<file path="config.mk">
export PLATFORM = sky130hd
export DESIGN_NAME = osel_top
export DESIGN_NICKNAME = d
export VERILOG_FILES = /design/src/logic/osel_pkg.sv /design/src/logic/osel_top.sv /design/src/logic/osel_err_counter.sv
export SDC_FILE = /design/constraint.sdc
export NUM_CORES = 1
export LEC_CHECK = 0
export BUFFER_PORTS_ARGS = -buffer_cell sky130_fd_sc_hd__buf_4
export CELL_PAD_IN_SITES_DETAIL_PLACEMENT = 1
export CELL_PAD_IN_SITES_GLOBAL_PLACEMENT = 1
export CORE_ASPECT_RATIO = 0.6
export CORE_MARGIN = 1.5
export CORE_UTILIZATION = 30
export CTS_BUF_LIST = sky130_fd_sc_hd__clkbuf_16
export CTS_CLUSTER_SIZE = 24
export DETAILED_ROUTE_END_ITERATION = 10
export PLACE_DENSITY_LB_ADDON = 0.1
export SLEW_MARGIN = 5
export SYNTH_ARGS = -nofsm -noshare
export SYNTH_HDL_FRONTEND = slang
export SYNTH_SLANG_ARGS = --single-unit
</file>
<file path="constraint.sdc">
create_clock -name I_CLK -period 3.5 [get_ports I_CLK]
set_input_delay 0.525 -clock I_CLK [delete_from_list [all_inputs] [get_ports I_CLK]]
set_output_delay 0.525 -clock I_CLK [all_outputs]
set_load 0.005 [all_outputs]
</file>
<file path="src/logic/osel_pkg.sv">
/*
 Package for the one-second error latch bank: register offsets,
 counter widths and timer constants.
 Assumes a 100 MHz core clock and a 5-bit register address.
*/
package osel_pkg;
   // Register offsets within the page
   localparam logic [4:0] OSEL_OFS_EBIT_HI = 5'h10;
   localparam logic [4:0] OSEL_OFS_EBIT_LO = 5'h11;
   localparam logic [4:0] OSEL_OFS_ALIGN_ERR = 5'h12;
   localparam logic [4:0] OSEL_OFS_BIPOLAR_HI = 5'h13;
   localparam logic [4:0] OSEL_OFS_BIPOLAR_LO = 5'h14;
   localparam logic [4:0] OSEL_OFS_CRC_HI = 5'h15;
   localparam logic [4:0] OSEL_OFS_CRC_LO = 5'h16;
   // Counter widths
   localparam int OSEL_EBIT_W = 10;
   localparam int OSEL_ALIGN_W = 8;
   localparam int OSEL_BIPOLAR_W = 16;
   localparam int OSEL_CRC_W = 10;
   // Reset value of the latches and read data
   localparam logic [7:0] OSEL_RST_BYTE = 8'h00;
   // One-second timer
   localparam int OSEL_CLK_MHZ = 100;
   localparam int OSEL_SECOND_US = 1000000;
   localparam int OSEL_SECOND_CYC = OSEL_SECOND_US * OSEL_CLK_MHZ;
endpackage

</file>
<file path="src/logic/osel_top.sv">
/*
 One-second error latch bank: four error counters latched once a
 second by an internal timer and read over the parallel port.
 Assumes error pulses are one cycle wide and synchronous to I_CLK,
 and that the page select is decoded outside into I_PAGE_SEL.
 Holds the timer, one counter slot per error kind and the read path.
 Assumes the reader fetches both halves of a split count within one
 second, since the latches carry no read-side lock.
 Assumes a page read is a one-cycle strobe with a steady address.
*/
// Operation
// - E-bit latched count: top bits at 10H bits 1..0, low byte at 11H.
// - Eight-bit count of errored alignment words, latched value read at 12H.
// - Sixteen-bit bipolar violation latch: high byte 13H, low byte 14H.
// - Each detected line-code violation advances that count by one, holding at full scale.
// - CRC-4 latched count: top bits at 15H bits 1..0, low byte 16H.
// - Every running count copied into its latch on each one-second tick.
`timescale 1ns/1ps
module osel_top
   import osel_pkg::*;
#(
   parameter int SECOND_CYCLES = osel_pkg::OSEL_SECOND_CYC
) (
   input wire logic I_CLK,
   input wire logic I_RST_B,
   input wire logic I_EBIT_ERROR,
   input wire logic I_ALIGN_ERROR,
   input wire logic I_BIPOLAR_VIOLATION,
   input wire logic I_CRC4_ERROR,
   input wire logic I_PAGE_SEL,
   input wire logic I_RD,
   input wire logic [4:0] I_ADDR,
   output logic [7:0] O_RDATA,
   output logic O_RDATA_VALID,
   output logic O_SECOND_TICK
);
   import osel_pkg::*;

   // Counter slots: E-bit, alignment word, line code, CRC-4
   localparam int NUM_CNT = 4;
   localparam int SLOT_EBIT = 0;
   localparam int SLOT_ALIGN = 1;
   localparam int SLOT_BIPOLAR = 2;
   localparam int SLOT_CRC = 3;

   // Width of each slot; the widest sets the common latch width
   localparam int CNT_W [NUM_CNT] = '{
      OSEL_EBIT_W,
      OSEL_ALIGN_W,
      OSEL_BIPOLAR_W,
      OSEL_CRC_W
   };
   localparam int LAT_W = OSEL_BIPOLAR_W;

   // Unused top bits of the split 10-bit counts
   localparam logic [5:0] RSVD_BITS = 6'h00;

   // Second timer state
   logic [31:0] tmr;
   logic [31:0] next_tmr;
   logic tick;
   wire tmr_end;

   // Event pulse per slot
   logic [NUM_CNT-1:0] err_event;

   // Latched values, widened to a common width
   logic [LAT_W-1:0] latched [NUM_CNT];

   // Read strobe and next output values
   wire read_taken;
   logic [7:0] next_rdata;
   wire next_valid;
   wire next_tick;

   // One hit per mapped offset
   wire hit_ebit_hi;
   wire hit_ebit_lo;
   wire hit_align;
   wire hit_bipolar_hi;
   wire hit_bipolar_lo;
   wire hit_crc_hi;
   wire hit_crc_lo;
   wire hit_any;

   // Register bytes as software sees them
   wire [7:0] byte_ebit_hi;
   wire [7:0] byte_ebit_lo;
   wire [7:0] byte_align;
   wire [7:0] byte_bipolar_hi;
   wire [7:0] byte_bipolar_lo;
   wire [7:0] byte_crc_hi;
   wire [7:0] byte_crc_lo;

   // Each byte masked by its own hit
   wire [7:0] pick_ebit_hi;
   wire [7:0] pick_ebit_lo;
   wire [7:0] pick_align;
   wire [7:0] pick_bipolar_hi;
   wire [7:0] pick_bipolar_lo;
   wire [7:0] pick_crc_hi;
   wire [7:0] pick_crc_lo;
   wire [7:0] picked;

   // One-second timer: counts 0 to SECOND_CYCLES-1, one-cycle tick at the top
   assign tmr_end = (tmr == 32'(SECOND_CYCLES - 1));
   assign tick = tmr_end;
   assign next_tmr = tmr_end ? 32'h0 : tmr + 32'h1;

   // Timer register
   always_ff @(posedge I_CLK or negedge I_RST_B) begin
      if (!I_RST_B) begin
         tmr <= 32'h0;
      end else begin
         tmr <= next_tmr;
      end
   end

   // Event pulses, one bit per slot
   assign err_event[SLOT_EBIT] = I_EBIT_ERROR;
   assign err_event[SLOT_ALIGN] = I_ALIGN_ERROR;
   assign err_event[SLOT_BIPOLAR] = I_BIPOLAR_VIOLATION;
   assign err_event[SLOT_CRC] = I_CRC4_ERROR;

   // One saturating counter per slot; all share the tick, so the
   // four latches always describe the same second
   for (genvar g = 0; g < NUM_CNT; g++) begin : g_cnt
      localparam int W = CNT_W[g];
      logic [W-1:0] lat;

      // Counter and latch for this slot
      osel_err_counter #(
         .WIDTH(W)
      ) u_osel_err_counter (
         .i_clk(I_CLK),
         .i_rst_b(I_RST_B),
         .i_event(err_event[g]),
         .i_tick(tick),
         .o_latched(lat)
      );

      // Zero-extend to the common width
      assign latched[g] = LAT_W'(lat);
   end

   // A read counts only while this page is selected
   assign read_taken = I_RD && I_PAGE_SEL;

   // Address decode
   assign hit_ebit_hi = (I_ADDR == OSEL_OFS_EBIT_HI);
   assign hit_ebit_lo = (I_ADDR == OSEL_OFS_EBIT_LO);
   assign hit_align = (I_ADDR == OSEL_OFS_ALIGN_ERR);
   assign hit_bipolar_hi = (I_ADDR == OSEL_OFS_BIPOLAR_HI);
   assign hit_bipolar_lo = (I_ADDR == OSEL_OFS_BIPOLAR_LO);
   assign hit_crc_hi = (I_ADDR == OSEL_OFS_CRC_HI);
   assign hit_crc_lo = (I_ADDR == OSEL_OFS_CRC_LO);

   // Any mapped offset
   assign hit_any = hit_ebit_hi | hit_ebit_lo | hit_align | hit_bipolar_hi
                  | hit_bipolar_lo | hit_crc_hi | hit_crc_lo;

   // Byte layout; reserved top bits of the 10-bit counts read zero
   assign byte_ebit_hi = {RSVD_BITS, latched[SLOT_EBIT][9:8]};
   assign byte_ebit_lo = latched[SLOT_EBIT][7:0];
   assign byte_align = latched[SLOT_ALIGN][7:0];
   assign byte_bipolar_hi = latched[SLOT_BIPOLAR][15:8];
   assign byte_bipolar_lo = latched[SLOT_BIPOLAR][7:0];
   assign byte_crc_hi = {RSVD_BITS, latched[SLOT_CRC][9:8]};
   assign byte_crc_lo = latched[SLOT_CRC][7:0];

   // Masking by hit
   assign pick_ebit_hi = {8{hit_ebit_hi}} & byte_ebit_hi;
   assign pick_ebit_lo = {8{hit_ebit_lo}} & byte_ebit_lo;
   assign pick_align = {8{hit_align}} & byte_align;
   assign pick_bipolar_hi = {8{hit_bipolar_hi}} & byte_bipolar_hi;
   assign pick_bipolar_lo = {8{hit_bipolar_lo}} & byte_bipolar_lo;
   assign pick_crc_hi = {8{hit_crc_hi}} & byte_crc_hi;
   assign pick_crc_lo = {8{hit_crc_lo}} & byte_crc_lo;

   // Only one hit can be true, so the or of the masked bytes selects
   assign picked = pick_ebit_hi
                 | pick_ebit_lo
                 | pick_align
                 | pick_bipolar_hi
                 | pick_bipolar_lo
                 | pick_crc_hi
                 | pick_crc_lo;

   // Offsets with no hit (00H-0FH, 17H-1FH) read the reset byte
   assign next_rdata = hit_any ? picked : OSEL_RST_BYTE;

   // Answer strobe and tick, one cycle after their cause
   assign next_valid = read_taken;
   assign next_tick = tick;

   // Read data: loaded on a taken read, held until the next one
   always_ff @(posedge I_CLK or negedge I_RST_B) begin
      if (!I_RST_B) begin
         O_RDATA <= OSEL_RST_BYTE;
      end else begin
         if (read_taken) begin
            O_RDATA <= next_rdata;
         end
      end
   end

   // Read answer strobe
   always_ff @(posedge I_CLK or negedge I_RST_B) begin
      if (!I_RST_B) begin
         O_RDATA_VALID <= 1'b0;
      end else begin
         O_RDATA_VALID <= next_valid;
      end
   end

   // Tick seen outside at the edge the new latch values become readable
   always_ff @(posedge I_CLK or negedge I_RST_B) begin
      if (!I_RST_B) begin
         O_SECOND_TICK <= 1'b0;
      end else begin
         O_SECOND_TICK <= next_tick;
      end
   end
endmodule

</file>
<file path="src/logic/osel_err_counter.sv">
/*
 Saturating error counter with a latch that samples the running
 count on the tick and restarts the count at the same edge.
 Assumes single-cycle event and tick pulses in the core clock.
*/
`timescale 1ns/1ps
module osel_err_counter #(
   parameter int WIDTH = 8
) (
   input wire logic i_clk,
   input wire logic i_rst_b,
   input wire logic i_event,
   input wire logic i_tick,
   output logic [WIDTH-1:0] o_latched
);
   logic [WIDTH-1:0] run_count;
   logic [WIDTH-1:0] next_run;
   wire at_max = &run_count;

   // Advance by one per event, hold at full scale; tick restarts
   assign next_run = i_tick ? {{(WIDTH-1){1'b0}}, i_event} :
                     (i_event && !at_max) ? run_count + 1'b1 : run_count;

   // Running count and its per-second latch
   always_ff @(posedge i_clk or negedge i_rst_b) begin
      if (!i_rst_b) begin
         run_count <= '0;
         o_latched <= '0;
      end else begin
         run_count <= next_run;
         if (i_tick) begin
            o_latched <= run_count;
         end
      end
   end
endmodule

</file>
-- Word-level counts from Yosys, hierarchy flattened
Index checks and enable logic that the tools add are counted.
W data, S select, Z words.
- multiplexer cells: 10
- reductions and logical operators: 17
- equal/unequal tests: 8
- add/subtract/negate cells: 5
- bitwise logic cells: 19
- operator list (operator ; count):
    $or A8 B8 Y8 ; 6
    $and A8 B8 Y8 ; 5
    $mux W10 ; 4
    $eq A5 B5 Y1 const B ; 7
    $add A32 B1 Y32 const B ; 1
    $eq A32 B27 Y1 const B ; 1
    $mux W16 ; 2
    $mux W32 ; 1
    $mux W8 ; 3
    $add A10 B1 Y10 const B ; 2
    $reduce_and A10 Y1 ; 2
    $add A16 B1 Y16 const B ; 1
    $and A8 B2 Y8 ; 2
    $reduce_and A16 Y1 ; 1
    $add A8 B1 Y8 const B ; 1
    $reduce_and A8 Y1 ; 1
    $reduce_bool A2 Y1 ; 4
    $or A1 B1 Y1 ; 6
    $logic_and A1 B1 Y1 ; 5
    $logic_not A1 Y1 ; 4
- word-level logic and storage cells: 71
- output and inout port bits: 10
- register bits: 130

-- Logic depth before layout (Yosys ltp)
- depth in word-level cells: 9
- depth in mapped cells: 8
- depth with buffers taken out: 6

-- By module
Synthesis repeated with hierarchy kept, for this count alone.
- cell total of the unflattened synthesis: 605
- area, all modules: 6592.6 um^2
- by module, submodules not included (module ; instances ; sequential area each (um^2) ; cells an instance ; area an instance (um^2)):
    osel_top ; 1 ; 1051.0 ; 237 ; 2387.3
    osel_err_counter at g_cnt[0].u_osel_err_counter ... ; 2 ; 500.5 ; 77 ; 895.9
    osel_err_counter at g_cnt[2].u_osel_err_counter ; 1 ; 800.8 ; 142 ; 1586.5
    osel_err_counter at g_cnt[1].u_osel_err_counter ; 1 ; 400.4 ; 72 ; 827.0

-- Worst setup path after synthesis
OpenSTA, ideal clock, no wires.
- kind: reg2reg
- from: register tmr[0]
- to: register g_cnt[0].u_osel_err_counter.o_latched[3]
- arrival time: 1.994 ns
- required time: 3.373 ns
- stages on the path, launching flop included: 8
- library setup time: 0.127 ns
- clock period less this slack: 2.121 ns
- setup slack: 1.379 ns
- buffers on the path: 2
- cell sequence: dfrtp_1 > ha_1 > nand3_1 > or3_4 > nor4_4 > buf_4 > buf_6 > mux2_1
- longest elaborated chain between the ends: 1
- RTL lines (element ; line ; RTL):
    start: declaration ; osel_top.sv:59 ; logic [31:0] tmr;
    start signal: assignment ; osel_top.sv:115 ; tmr <= next_tmr;
    $eq A32 B27 Y1 ; osel_top.sv:106 ; assign tmr_end = (tmr == 32'(SECOND_CYCLES - 1));
    end signal: assignment ; osel_err_counter.sv:32 ; o_latched <= run_count;
    end: declaration ; osel_err_counter.sv:14 ; output logic [WIDTH-1:0] o_latched
Every way passes these cells.
A chain may end at the register's enable or synchronous reset.

-- Final worst setup path
- from: register tmr[0]
- to: register g_cnt[2].u_osel_err_counter.o_latched[2]
- longest elaborated chain between the ends: 1
- RTL lines (element ; line):
    $eq A32 B27 Y1 ; osel_top.sv:106
    end signal: assignment ; osel_err_counter.sv:32
    end: declaration ; osel_err_counter.sv:14
Every way passes these cells.

==> Flow_metrics.wiki <==
{| class="wikitable"
! Metric !! Value
|-
| Detailed-routed wire length on met2 || 6038 um
|-
| Share of the synthesized area in the top cell type || 53.13%
|-
| DRC Markers || 0
|-
| Clock transition time at the flip-flop clock pins of the worst setup and hold paths || 0.06 ns
|-
| Highest clock rate || 407.7 MHz
|-
| Hold Vio Cnt, Final || 0
|-
| Cell type with the highest aggregate area in the netlist || sky130_fd_sc_hd__dfrtp_1
|-
| Highest-count cells in the layout ignoring fill and taps || sky130_fd_sc_hd__dfrtp_1, sky130_fd_sc_hd__nor2_1, sky130_fd_sc_hd__nand2_1, sky130_fd_sc_hd__mux2_2, sky130_fd_sc_hd__nand3_1
|-
| Number of nets in the layout || 608
|-
| Pre-CTS WS || 1.057 ns
|-
| Slew HR || 24.83%
|-
| Post-Syn Instances || roughly 560
|-
| Max-cap violations || 0
|-
| Initial DRC count || 233
|-
| Most common flop cell mapped by yosys || sky130_fd_sc_hd__dfrtp_1
|-
| Type of the tightest min-delay check || primary input to asynchronous set/reset pin
|-
| Library cell used as clock root buffer || sky130_fd_sc_hd__clkbuf_16
|-
| Data required, critical path || 3.80 ns
|-
| Setup TNS after final layout || 0 ns
|-
| Netlist area before placement || 6123 um^2
|-
| Worst Skew || roughly 0.016 ns
|-
| Critical path fanouts, max || 72
|-
| Sum of met3 wire segment lengths after detailed routing || 580 um
|-
| # H-tree levels || 4
|-
| Core Area || approximately 20,000 um^2
|-
| CTS Buffer Depth || 2
|-
| Power per unit of standard cell area || 537.9 nW/um^2
|-
| Total global routing track utilization || 15.61%
|-
| Number of nets produced by synthesis || 581
|-
| Number of fillers in the final layout || 2,193
|-
| Number of gates resized after cts || 0
|-
| Wire length on met1 || roughly 8600 um
|-
| Endpoint arrival time on the critical path || 2.75 ns
|-
| Area growth syn-to-layout || 16.06%
|-
| Die W || roughly 190 um
|-
| Sequential cell area in the final layout || 3253 um^2
|-
| Final routed wire length divided by cell count || 17.58 um
|-
| YS warnings || 0
|-
| Pin count of the biggest net entering global routing || 73
|-
| Final setup violation count || 0
|-
| Clock latency on the worst-skew pair || approximately 0.42 ns
|-
| Critical setup path kind || register to register
|-
| Peak ir drop on the vdd network || 0.0003461 V
|-
| Leading cell type in the layout, fill and taps excluded || sky130_fd_sc_hd__dfrtp_1
|-
| Standard-cell rows || 40
|-
| Crit path time final || around 2.5 ns
|-
| Count of inserted antenna diode cells || 0
|-
| First-pass GRT wire length || 25,410 um
|-
| Antenna violations before repair || 0
|-
| Highest signal layer in the routed design || met4
|-
| Register area share after synthesis || 53.13%
|-
| Vias in the first global route || 4,531
|-
| Number of flops mapped to enable cells by yosys || 0
|-
| Total clock buffers created by CTS || 17
|-
| Nature of the critical path endpoint || register
|-
| Ratio of final minimum period to clock period || 70.08%
|-
| Top post-synthesis cells by area || sky130_fd_sc_hd__dfrtp_1, sky130_fd_sc_hd__mux2_2, sky130_fd_sc_hd__mux2i_1
|-
| Share of layout cells above drive strength 1 || 14.83%
|-
| Placed wire-length estimate after detailed placement || ~11,000 um
|-
| DR vias || 4,375
|-
| Post-synth ARST share || 100.0%
|-
| Setup repair after global routing missed its margin || no
|-
| Mean area per synthesized cell || 10.88 um^2
|-
| Setup repair bufs after CTS || 0
|-
| Total wire length after detailed routing || 15,340 um
|-
| Transition time at the pin with the least slew margin || about 1.1 ns
|-
| Total overflow reported by the global router || 0
|-
| Final GP Congestion || 0.7270
|-
| Result of the run || finished, final reports clean
|-
| Max-slew violations || 0
|-
| Clk sinks || 130
|-
| Starting utilization of the core area || about 31%
|-
| Multi-input logic area || 2721 um^2
|-
| Via density per instance || 5.011
|-
| Setup ws final || about 1.0 ns
|-
| Count of TritonRoute iterations in the first routing pass || 5
|-
| TritonCTS clock tree || done
|-
| Overall die height || between 100 and 150 um
|-
| Register bit total from synthesis || 130
|-
| Kind of launch point of the worst setup path || register
|-
| Static power due to leakage || 3.210 nW
|-
| I/O pin total || 23
|-
| # hold bufs at CTS || 0
|-
| Synth unique cells || 47
|-
| DRT antenna net count || 0
|-
| Die ar. || 21,310 um^2
|-
| Buffers added on ports || 22
|}
[power breakdown]
group / switching (mW) / internal, mW
sequential: 0.211 / 1.65
combinational: 0.220 / 0.170
clock: 0.630 / 0.940
[path summary, 6_finish.rpt]
| check | slack, ns | startpoint | cells past startpoint | to |
|---|---|---|---|---|
| worst max-delay path | 1.05 | tmr[0] | 6 | g_cnt[2].u_osel_err_counter.o_latched[2] |
| worst min-delay path | 0.11 | I_RST_B | 1 | g_cnt[3].u_osel_err_counter.run_count[1] |
| min in group I_CLK | 0.37 | I_ALIGN_ERROR | 3 | g_cnt[1].u_osel_err_counter.run_count[0] |
| worst max register to register | 1.05 | tmr[0] | 6 | g_cnt[2].u_osel_err_counter.o_latched[2] |
| worst min register to register | 0.47 | tmr[31] | 1 | tmr[31] |
| max in group asynchronous | 2.57 | I_RST_B | 2 | g_cnt[1].u_osel_err_counter.run_count[5] |
[area by class of cell]
| class | count | share of cell area [%] |
|---|---|---|
| timing repair buffer | 29 | 3.468 |
| multi-input combinational | 402 | 38.29 |
| inverter | 10 | 0.5282 |
| sequential | 130 | 45.77 |
| clock buffer | 17 | 5.986 |
| tap | 273 | 4.806 |
| clock inverter | 12 | 1.144 |
[flip-flops by register name, indices dropped and copies added, names as in the netlist]
name                                count
tmr                                    32
g_cnt.u_osel_err_counter.o_latched     44
O_RDATA_VALID                           1
g_cnt.u_osel_err_counter.run_count     44
O_SECOND_TICK                           1
O_RDATA                                 8
[cells in the mapped netlist (2+ instances only)]
library cell / count
sky130_fd_sc_hd__nand2b_1: 4
sky130_fd_sc_hd__nor3_1: 16
sky130_fd_sc_hd__a22oi_1: 3
sky130_fd_sc_hd__o31ai_1: 2
sky130_fd_sc_hd__a211oi_1: 4
sky130_fd_sc_hd__xnor2_1: 27
sky130_fd_sc_hd__inv_1: 10
sky130_fd_sc_hd__nor4_1: 5
sky130_fd_sc_hd__mux2_1: 10
sky130_fd_sc_hd__a211o_1: 4
sky130_fd_sc_hd__or3b_2: 2
sky130_fd_sc_hd__nor2_1: 61
sky130_fd_sc_hd__o211ai_1: 2
sky130_fd_sc_hd__o21ai_0: 17
sky130_fd_sc_hd__buf_2: 5
sky130_fd_sc_hd__nand3_1: 29
sky130_fd_sc_hd__dfrtp_1: 130
sky130_fd_sc_hd__nand2_1: 36
sky130_fd_sc_hd__ha_1: 5
sky130_fd_sc_hd__buf_4: 5
sky130_fd_sc_hd__and3_1: 11
sky130_fd_sc_hd__a21oi_1: 23
sky130_fd_sc_hd__mux2i_1: 24
sky130_fd_sc_hd__nand4_1: 22
sky130_fd_sc_hd__or3_1: 3
sky130_fd_sc_hd__o22ai_1: 8
sky130_fd_sc_hd__mux2_2: 34
sky130_fd_sc_hd__xor2_1: 22
sky130_fd_sc_hd__and4_1: 8
sky130_fd_sc_hd__nor4b_1: 3
sky130_fd_sc_hd__clkbuf_1: 10
sky130_fd_sc_hd__and2_1: 3
[kinds of logic after synthesis]
logic type	count (synthesis)	share of synthesized area [%]
AO/OA/AOI/OAI	69	6.784
XOR/XNOR	49	7.009
adder cells (fa/ha/maj)	5	1.022
buffers and inverters	31	2.432
flip-flops	130	53.13
multiplexers	68	12.01
AND/OR/NAND/NOR	211	17.61
[stage by stage]
| stage | cell area, um^2 | total power, mW | hold slack, ns | util [%] | cells |
|---|---|---|---|---|---|
| after floorplan | 6123 | 2.091 | 0.2294 | - | 563 |
| after global placement | 6600 | 2.243 | 0.4447 | 32.97 | 844 |
| after detailed placement | 6600 | 2.283 | 0.4675 | 32.97 | 844 |
| after CTS | 7107 | 3.900 | 0.1196 | 35.50 | 873 |
| after global routing | 7107 | 4.042 | 0.1367 | 35.50 | 873 |
| final | 7107 | 3.823 | 0.1060 | 35.50 | 873 |
[layer usage]
metal	global-route usage, %	vias up
met2	20.50	52
met3	4.769	5
met5	0	-
li1	-	2067
met1	24.08	2251
met4	4.480	0
[critical path, cell delays in order, from the launching register on]
cell	delay [ns]
sky130_fd_sc_hd__dfrtp_1	0.38
sky130_fd_sc_hd__ha_1	0.26
sky130_fd_sc_hd__nand3_1	0.13
sky130_fd_sc_hd__or3_4	0.41
sky130_fd_sc_hd__nor4_4	0.36
sky130_fd_sc_hd__buf_12	0.35
sky130_fd_sc_hd__mux2_2	0.38
No activity file was read; power rests on OpenSTA's default activity.
